<file path="src/hw/gpc_pkg.sv">
/*
  Package for the three-port GPIO block with change detection.
  Holds register offsets, reset values, field positions and carrier structs.
  Assumes a byte-wide register port with 9-bit addresses.
*/
package gpc_pkg;

  // ****************************************
  // Register map
  // ****************************************
  localparam logic [8:0] PORT_A_PIN_DATA_ADDR   = 9'h005;
  localparam logic [8:0] PORT_B_PIN_DATA_ADDR   = 9'h006;
  localparam logic [8:0] PORT_C_PIN_DATA_ADDR   = 9'h007;
  localparam logic [8:0] OPTIONS_ADDR           = 9'h081;
  localparam logic [8:0] PORT_A_DIRECTION_ADDR  = 9'h085;
  localparam logic [8:0] PORT_B_DIRECTION_ADDR  = 9'h086;
  localparam logic [8:0] PORT_C_DIRECTION_ADDR  = 9'h087;
  localparam logic [8:0] ANALOG_PIN_CONFIG_ADDR = 9'h09F;
  localparam logic [8:0] INTERRUPT_CONTROL_ADDR = 9'h00B;

  // ****************************************
  // Reset values
  // ****************************************
  localparam logic [7:0] OPTIONS_RST           = 8'hFF;
  localparam logic [5:0] PORT_A_DIRECTION_RST  = 6'h3F;
  localparam logic [7:0] PORT_B_DIRECTION_RST  = 8'hFF;
  localparam logic [5:0] PORT_C_DIRECTION_RST  = 6'h3F;
  localparam logic [2:0] ANALOG_PIN_CONFIG_RST = 3'h0;
  localparam logic [7:0] ZERO_BYTE             = 8'h00;

  // ****************************************
  // Field positions and widths
  // ****************************************
  localparam int PULLUP_DISABLE_N_BIT = 7;
  localparam int IRQ_EDGE_SELECT_BIT  = 6;
  localparam int PORT_CHANGE_FLAG_BIT = 0;
  localparam int CHANGE_LO_BIT        = 4;
  localparam int CHANGE_PINS          = 4;
  localparam int NARROW_W             = 6;
  localparam int WIDE_W               = 8;
  localparam int CFG_W                = 3;

  // Analog config: code 0 makes all six port A pins analog, 7 all digital
  localparam logic [CFG_W-1:0] CFG_ALL_ANALOG = 3'h0;
  localparam logic [CFG_W-1:0] CFG_LOW4_ANA   = 3'h4;
  localparam logic [CFG_W-1:0] CFG_LOW2_ANA   = 3'h5;
  localparam logic [CFG_W-1:0] CFG_ALL_DIGITAL = 3'h7;

  // ****************************************
  // Carriers
  // ****************************************
  typedef struct packed {
    logic [8:0] addr;
    logic [7:0] wdata;
    logic       wr;
    logic       rd;
  } gpc_bus_s;

  typedef struct packed {
    logic [NARROW_W-1:0] drive;
    logic [NARROW_W-1:0] oe_n;
  } gpc_pins6_s;

  typedef struct packed {
    logic [WIDE_W-1:0] drive;
    logic [WIDE_W-1:0] oe_n;
    logic [WIDE_W-1:0] pullup_en;
  } gpc_pins8_s;

endpackage

</file>
<file path="src/hw/gpc_change_detect.sv">
/*
  Change detector for the upper port B pins.
  Assumes pin inputs synchronous to the clock and a refresh pulse on port B access.
*/
`timescale 1ns/1ps
`default_nettype none

module gpc_change_detect #(
  parameter int PINS = 4
) (
  input  wire logic            clock,
  input  wire logic            rst_n,
  input  wire logic [PINS-1:0] pins,
  input  wire logic [PINS-1:0] is_input,
  input  wire logic            refresh,
  output logic                 mismatch
);

  logic [PINS-1:0] snap_reg;
  logic [PINS-1:0] diff;

  // ****************************************
  // Snapshot and compare
  // ****************************************
  always_ff @(posedge clock or negedge rst_n) begin
    if (!rst_n) begin
      snap_reg <= '0;
    end else if (refresh) begin
      snap_reg <= pins;
    end
  end

  genvar i;
  generate
    for (i = 0; i < PINS; i++) begin : g_cmp
      assign diff[i] = is_input[i] & (pins[i] ^ snap_reg[i]);
    end
  endgenerate

  assign mismatch = |diff;

endmodule

`default_nettype wire

</file>
<file path="src/hw/gpc_gpio_ports.sv">
/*
  Three-port GPIO: port A (6 bits, analog/alternate), port B (8 bits, pull-ups,
  change detect, external interrupt input), port C (6 bits, peripheral override).
  Assumes a single-cycle register port and pins synchronous to the clock.
*/
`timescale 1ns/1ps
`default_nettype none

module gpc_gpio_ports #(
  parameter int A_W = 6,
  parameter int B_W = 8,
  parameter int C_W = 6
) (
  input  wire logic                  clock,
  input  wire logic                  arst_n,
  input  wire gpc_pkg::gpc_bus_s     bus,
  output logic [7:0]                 rdata,
  input  wire logic [A_W-1:0]        port_a_in,
  output gpc_pkg::gpc_pins6_s        port_a_out,
  output logic [A_W-1:0]             port_a_analog_sel,
  output logic                       timer_ext_clock_in,
  output logic                       serial_slave_select,
  input  wire logic [B_W-1:0]        port_b_in,
  output gpc_pkg::gpc_pins8_s        port_b_out,
  output logic                       ext_irq_in,
  output logic                       irq_edge_select,
  output logic                       wake_event,
  output logic                       port_change_flag,
  input  wire logic [C_W-1:0]        port_c_in,
  output gpc_pkg::gpc_pins6_s        port_c_out,
  input  wire logic [C_W-1:0]        periph_override_en,
  input  wire logic [C_W-1:0]        periph_override_in,
  input  wire logic [C_W-1:0]        periph_out
);

  // ****************************************
  // Reset release
  // ****************************************
  logic rst_meta_reg;
  logic rst_n_reg;

  always_ff @(posedge clock or negedge arst_n) begin
    if (!arst_n) begin
      rst_meta_reg <= 1'b0;
      rst_n_reg    <= 1'b0;
    end else begin
      rst_meta_reg <= 1'b1;
      rst_n_reg    <= rst_meta_reg;
    end
  end

  // ****************************************
  // Registers
  // ****************************************
  logic [A_W-1:0]            port_a_latch_reg;
  logic [B_W-1:0]            port_b_latch_reg;
  logic [C_W-1:0]            port_c_latch_reg;
  logic [A_W-1:0]            port_a_direction_reg;
  logic [B_W-1:0]            port_b_direction_reg;
  logic [C_W-1:0]            port_c_direction_reg;
  logic [7:0]                options_reg;
  logic [gpc_pkg::CFG_W-1:0] analog_pin_config_reg;
  logic                      port_change_flag_reg;
  logic [7:0]                rdata_reg;

  logic wr_a, wr_b, wr_c, wr_opt, wr_da, wr_db, wr_dc, wr_cfg, wr_ic;
  logic rd_b;

  assign wr_a   = bus.wr && bus.addr == gpc_pkg::PORT_A_PIN_DATA_ADDR;
  assign wr_b   = bus.wr && bus.addr == gpc_pkg::PORT_B_PIN_DATA_ADDR;
  assign wr_c   = bus.wr && bus.addr == gpc_pkg::PORT_C_PIN_DATA_ADDR;
  assign wr_opt = bus.wr && bus.addr == gpc_pkg::OPTIONS_ADDR;
  assign wr_da  = bus.wr && bus.addr == gpc_pkg::PORT_A_DIRECTION_ADDR;
  assign wr_db  = bus.wr && bus.addr == gpc_pkg::PORT_B_DIRECTION_ADDR;
  assign wr_dc  = bus.wr && bus.addr == gpc_pkg::PORT_C_DIRECTION_ADDR;
  assign wr_cfg = bus.wr && bus.addr == gpc_pkg::ANALOG_PIN_CONFIG_ADDR;
  assign wr_ic  = bus.wr && bus.addr == gpc_pkg::INTERRUPT_CONTROL_ADDR;
  assign rd_b   = bus.rd && bus.addr == gpc_pkg::PORT_B_PIN_DATA_ADDR;

  // ****************************************
  // Analog selection on port A
  // ****************************************
  logic [A_W-1:0] analog_mask;

  always_comb begin
    unique case (analog_pin_config_reg)
      gpc_pkg::CFG_ALL_ANALOG:  analog_mask = '1;
      gpc_pkg::CFG_LOW4_ANA:    analog_mask = A_W'(6'h0F);
      gpc_pkg::CFG_LOW2_ANA:    analog_mask = A_W'(6'h03);
      gpc_pkg::CFG_ALL_DIGITAL: analog_mask = '0;
      default:                  analog_mask = A_W'(6'h2F);
    endcase
  end

  assign port_a_analog_sel = analog_mask;

  // Digital view of the pins; analog pins read as zero
  logic [A_W-1:0] port_a_view;
  logic [C_W-1:0] port_c_dir_eff;

  assign port_a_view = port_a_in & ~analog_mask;

  // ****************************************
  // Port latches, read-modify-write of sampled pins
  // ****************************************
  // Writes load the whole byte; sampling pins first means a bit-wise
  // instruction in the core sees pin levels, which is the classic hazard.
  always_ff @(posedge clock or negedge rst_n_reg) begin
    if (!rst_n_reg) begin
      port_a_latch_reg <= '0;
      port_b_latch_reg <= '0;
      port_c_latch_reg <= '0;
    end else begin
      if (wr_a) begin
        port_a_latch_reg <= bus.wdata[A_W-1:0];
      end
      if (wr_b) begin
        port_b_latch_reg <= bus.wdata[B_W-1:0];
      end
      if (wr_c) begin
        port_c_latch_reg <= bus.wdata[C_W-1:0];
      end
    end
  end

  // ****************************************
  // Direction, option and config registers
  // ****************************************
  always_ff @(posedge clock or negedge rst_n_reg) begin
    if (!rst_n_reg) begin
      port_a_direction_reg  <= gpc_pkg::PORT_A_DIRECTION_RST;
      port_b_direction_reg  <= gpc_pkg::PORT_B_DIRECTION_RST;
      port_c_direction_reg  <= gpc_pkg::PORT_C_DIRECTION_RST;
      options_reg           <= gpc_pkg::OPTIONS_RST;
      analog_pin_config_reg <= gpc_pkg::ANALOG_PIN_CONFIG_RST;
    end else begin
      if (wr_da) begin
        port_a_direction_reg <= bus.wdata[A_W-1:0];
      end
      if (wr_db) begin
        port_b_direction_reg <= bus.wdata[B_W-1:0];
      end
      if (wr_dc) begin
        port_c_direction_reg <= bus.wdata[C_W-1:0];
      end
      if (wr_opt) begin
        options_reg <= bus.wdata;
      end
      if (wr_cfg) begin
        analog_pin_config_reg <= bus.wdata[gpc_pkg::CFG_W-1:0];
      end
    end
  end

  // ****************************************
  // Pin drivers
  // ****************************************
  logic [B_W-1:0] pullups;

  always_comb begin
    port_a_out.drive = port_a_latch_reg;
    port_a_out.oe_n  = port_a_direction_reg;
    // Open drain: only a low latch bit may enable the driver
    port_a_out.drive[4] = 1'b0;
    port_a_out.oe_n[4]  = port_a_direction_reg[4] | port_a_latch_reg[4];
  end

  // Direction 1 means high impedance, so the direction bit is the active-low enable
  always_comb begin
    port_b_out.drive     = port_b_latch_reg;
    port_b_out.oe_n      = port_b_direction_reg;
    port_b_out.pullup_en = pullups;
  end

  assign pullups = {B_W{~options_reg[gpc_pkg::PULLUP_DISABLE_N_BIT]}}
                   & port_b_direction_reg;

  // Override wins over the software bit only while the peripheral is on
  assign port_c_dir_eff = (port_c_direction_reg & ~periph_override_en)
                          | (periph_override_in & periph_override_en);

  always_comb begin
    port_c_out.drive = (port_c_latch_reg & ~periph_override_en)
                       | (periph_out & periph_override_en);
    port_c_out.oe_n  = port_c_dir_eff;
  end

  // ****************************************
  // Alternate inputs
  // ****************************************
  assign timer_ext_clock_in  = port_a_in[4];
  assign serial_slave_select = port_a_in[5];
  assign ext_irq_in          = port_b_in[0];
  assign irq_edge_select     = options_reg[gpc_pkg::IRQ_EDGE_SELECT_BIT];

  // ****************************************
  // Change detection
  // ****************************************
  logic change_mismatch;

  gpc_change_detect #(
    .PINS (gpc_pkg::CHANGE_PINS)
  ) u_change (
    .clock    (clock),
    .rst_n    (rst_n_reg),
    .pins     (port_b_in[B_W-1:gpc_pkg::CHANGE_LO_BIT]),
    .is_input (port_b_direction_reg[B_W-1:gpc_pkg::CHANGE_LO_BIT]),
    .refresh  (rd_b | wr_b),
    .mismatch (change_mismatch)
  );

  // Set wins over a software clear in the same cycle
  always_ff @(posedge clock or negedge rst_n_reg) begin
    if (!rst_n_reg) begin
      port_change_flag_reg <= 1'b0;
    end else if (change_mismatch) begin
      port_change_flag_reg <= 1'b1;
    end else if (wr_ic) begin
      port_change_flag_reg <= bus.wdata[gpc_pkg::PORT_CHANGE_FLAG_BIT];
    end
  end

  assign port_change_flag = port_change_flag_reg;
  assign wake_event       = change_mismatch;

  // ****************************************
  // Read data, one cycle after the strobe
  // ****************************************
  logic [7:0] rdata_next;

  always_comb begin
    rdata_next = gpc_pkg::ZERO_BYTE;
    unique case (bus.addr)
      gpc_pkg::PORT_A_PIN_DATA_ADDR:   rdata_next[A_W-1:0] = port_a_view;
      gpc_pkg::PORT_B_PIN_DATA_ADDR:   rdata_next[B_W-1:0] = port_b_in;
      gpc_pkg::PORT_C_PIN_DATA_ADDR:   rdata_next[C_W-1:0] = port_c_in;
      gpc_pkg::OPTIONS_ADDR:           rdata_next = options_reg;
      gpc_pkg::PORT_A_DIRECTION_ADDR:  rdata_next[A_W-1:0] = port_a_direction_reg;
      gpc_pkg::PORT_B_DIRECTION_ADDR:  rdata_next[B_W-1:0] = port_b_direction_reg;
      gpc_pkg::PORT_C_DIRECTION_ADDR:  rdata_next[C_W-1:0] = port_c_direction_reg;
      gpc_pkg::ANALOG_PIN_CONFIG_ADDR: rdata_next[gpc_pkg::CFG_W-1:0] = analog_pin_config_reg;
      gpc_pkg::INTERRUPT_CONTROL_ADDR: rdata_next[gpc_pkg::PORT_CHANGE_FLAG_BIT] = port_change_flag_reg;
      default:                         rdata_next = gpc_pkg::ZERO_BYTE;
    endcase
  end

  always_ff @(posedge clock or negedge rst_n_reg) begin
    if (!rst_n_reg) begin
      rdata_reg <= gpc_pkg::ZERO_BYTE;
    end else if (bus.rd) begin
      rdata_reg <= rdata_next;
    end else begin
      rdata_reg <= gpc_pkg::ZERO_BYTE;
    end
  end

  assign rdata = rdata_reg;

endmodule

`default_nettype wire

</file>
<file path="config.mk">
export PLATFORM = sky130hd
export DESIGN_NAME = gpc_gpio_ports
export DESIGN_NICKNAME = d
export VERILOG_FILES = /design/src/hw/gpc_pkg.sv /design/src/hw/gpc_change_detect.sv /design/src/hw/gpc_gpio_ports.sv
export SDC_FILE = /design/constraint.sdc
export NUM_CORES = 1
export LEC_CHECK = 0
export CORE_MARGIN = 8
export CORE_UTILIZATION = 25
export DETAILED_ROUTE_END_ITERATION = 10
export DONT_BUFFER_PORTS = 1
export PLACE_DENSITY = 0.38
export SLEW_MARGIN = 0
export SYNTH_ARGS = -nofsm -noshare
export SYNTH_HDL_FRONTEND = slang
export SYNTH_HIERARCHICAL = 1
export SYNTH_SLANG_ARGS = --single-unit
</file>
<file path="constraint.sdc">
create_clock -name clock -period 2.8 [get_ports clock]
set_clock_uncertainty 0.1 [all_clocks]
set_input_delay 0.56 -clock clock [delete_from_list [all_inputs] [get_ports clock]]
set_output_delay 0.56 -clock clock [all_outputs]
set_load 0.01 [all_outputs]
</file>
==> impl_metrics.toml <==
[worst_setup_path]
worstSetupEndpointType = "flop"
r2r_cells = 4
worst-r2r-setup-slack_ns = 0.87
crit_required_ns = 2.96
r2r_end = "rdata[4]"
endpoint = "port_c_direction_reg[1]"
critPathLaunch = "bus[14]"
crit_chain = "nor4_4 -> nand3_1 -> nor2_1 -> mux2_2"
path_delay_family = "simple AND/OR/NAND/NOR gates"
cp_max_fo = 8
cp.arrival_ns = 2.20
critPathSlowestCell = "nor2_1"
critical_path_buf_inv_count = 0
cp-start-kind = "input pin"
worstSetupPathType = "in -> reg"
r2r-start = "analog_pin_config_reg[2]"
path_depth = 4
cpPeakStageDelay_ns = 0.55

[job]
cap_violations = 0

[timing]
worst-slew-pin-transition_ns = 0.6986
post-route-min-period_ns = 2.042
setup_viol = 0
drv_slew = 0
fmax_mhz = 489.7
slew_headroom_pct = 53.42
tns_ns = 0
rsz0062_at_grt = "no"
finalCritPeriodShare_pct = 72.94
hold_viol_final = 0

[power_and_ir_drop]
swShare_pct = 21.98
intPower_w = 0.001817
ir_drop_v = 0.0002389
power_frac_seq_pct = 44.8
power_frac_comb_pct = 5.2
finalPower_w = 0.002329
leakage_nw = 1.654
p_switching_w = 0.0005118
power_density_nw_per_um2 = 597.1
pwr-share-clk_pct = 50.0

[layout]
seqCellArea_um2 = 1688
nFillCells = 1467
stdcell_area_um2 = 3900
multi_input_area_um2 = 1573
drive_gt1_share_pct = 42.81
n_antenna_cell = 0
area_delta_synth_final_pct = 12.98
final_nets = 346
fin_util_pct = 28.54

[logic_synthesis]
async_reset_ff_share_pct = 100.0
synthFlopType = "dfrtp_1"
synthCells = 293
ys_warn_count = 6
synth.distinct_cells = 42
synth_compound_area_share_pct = 6.270
synth-xor-area-share_pct = 1.015
synth_nets = 352
synth_fa_ha_area_share_pct = 0
synth_edf_count = 0
syn_area_per_cell_um2 = 11.78
ys_ff_latch = 66
synth_top_family_by_area = "multiplexers"
synth_seq_area_share_pct = 48.86
syn_area_um2 = 3452
synth-simple-area-share_pct = 11.56
synth_mux_area_share_pct = 26.50

[detailed_routing]
wirelength_um = 11120
drtIter0Drc = 111
drc_errors = 0
viasPerCell = 4.828
firstDrtPassIters = 4
vias = 2279
wire_per_inst_um = 23.57
ant_nets = 0

[floorplanning]
io_pins = 127
core-area_um2 = 13670
die_y_um = 133.5
start_util_pct = 25.26
die_area_um2 = 17820
row_count = 43
fp.dieW_um = 133.5

[clock_network]
clock_latency_ns = 0.34
cts.sinks = 66
cts_tree = "built"
h-tree-depth = 3
clk_pin_slew_worst_paths_ns = 0.05
root_buffer = "clkbuf_16"
clockBufferDepth = 2
numCtsBuffers = 9

[global_routing]
grt_pass1_wl_um = 16480
antenna_found_initial = 0
overflow = 0
grt_max_degree = 38
grt_pass1_vias = 2504
grt.total_usage_pct = 12.68

[place]
place_congestion = 0.8074
dp_hpwl_um = 8529
portBuffers = 0
dpl_cell_area_um2 = 3581

[status]
run_status = "finished clean"

[min_path]
worstHoldPathType = "reg -> async"
[cell usage after synthesis, types with 2 or more instances]
master / number / area [um^2]
a21oi_1: 10 / 50.05
a22oi_1: 3 / 22.52
buf_1: 2 / 7.510
buf_2: 4 / 20.02
buf_4: 17 / 127.6
clkbuf_1: 2 / 7.510
conb_1: 2 / 7.510
dfrtp_1: 38 / 950.9
dfstp_2: 28 / 735.7
inv_1: 7 / 26.28
mux2_2: 66 / 743.2
mux2i_1: 16 / 160.2
nand2_1: 14 / 52.55
nand3_1: 11 / 55.05
nand4_1: 2 / 12.51
nor2_1: 13 / 48.80
nor2b_1: 11 / 68.82
nor3_1: 7 / 35.03
o21ai_0: 6 / 30.03
o22ai_1: 4 / 25.02
o32ai_1: 3 / 26.28
or2_2: 2 / 12.51
or4_1: 3 / 22.52
xor2_1: 4 / 35.03
[worst min path at each step]
stage,start,to,slack (ns),cells past startpoint
2_1_floorplan,arst_n,rst_meta_reg,0.16,0
3_3_place_gp,arst_n,rst_meta_reg,0.16,0
3_5_place_dp,arst_n,rst_meta_reg,0.16,0
4_1_cts,port_b_in[6],u_change/snap_reg[2],0.24,1
5_1_grt,port_b_in[6],u_change/snap_reg[2],0.26,1
6_report,rst_n_reg,port_b_latch_reg[4],0.22,0
[routing by layer]
layer  global-route usage [%]  vias to the layer above  part of all wire, %
met5                        0                        -                    0
met4                    6.800                        0                  2.3
met3                    5.459                       15                  9.4
met2                    19.63                       92                   48
met1                    14.51                     1146                   41
li1                         -                     1026                    -
[metrics by stage]
step                      setup slack [ns]  instances  hold WS [ns]
after floorplan                     0.6865        293        0.1644
after global placement              0.3418        455        0.1645
after detailed placement            0.3626        455        0.1645
after global routing                0.6669        472        0.2566
final                               0.7577        472        0.2169
after CTS                           0.7229        472        0.2443
[what timing repair did]
item | CTS | global route
hold buffers | 1 | 0
endpoints found under the hold margin | 2 | 0
buffers inserted | 0 | 0
gates resized for setup | 0 | 0
[cell families after synthesis]
kind of cell,Yosys count
other,2
xor gates and xnor gates,4
buffers and inverters,33
DFF,66
and+or+nand+nor,72
AOI/OAI and AO/OA,33
muxes,83
[final cells by class]
cell class | instances | area share, %
tap | 180 | 5.775
clock inverter | 2 | 0.8983
clock buffer | 14 | 7.026
multi-input combinational | 194 | 40.33
timing repair buffer | 8 | 1.925
sequential | 66 | 43.28
inverter | 8 | 0.7700
[power groups by stage]
stage | Sequential, W | Clock (W) | Combinational (W)
5_1_grt | 0.00105 | 0.00125 | 0.000135
2_1_floorplan | 0.00104 | 0 | 0.000117
3_3_place_gp | 0.00106 | 0 | 0.000122
6_report | 0.00104 | 0.00116 | 0.000122
3_5_place_dp | 0.00106 | 0 | 0.000123
4_1_cts | 0.00105 | 0.00121 | 0.000125
[cell usage in the layout, fill, tap and decap left out, types with 2 or more instances in the layout]
master     synthesis  layout
a21oi_1           10      10
a22oi_1            3       3
buf_4             17       6
clkbuf_1           2       2
clkbuf_16          0       9
clkbuf_8           0       3
conb_1             2       2
dfrtp_1           38      37
dfstp_2           28      28
inv_1              7       7
mux2_2            66      66
mux2i_1           16      16
nand2_1           14      14
nand3_1           11      11
nand4_1            2       2
nor2_1            13      13
nor2b_1           11      11
nor3_1             7       7
o21ai_0            6       6
o22ai_1            4       4
o32ai_1            3       3
or2_2              2       2
or4_1              3       3
xor2_1             4       4
Power figures use the tool's default switching activity.
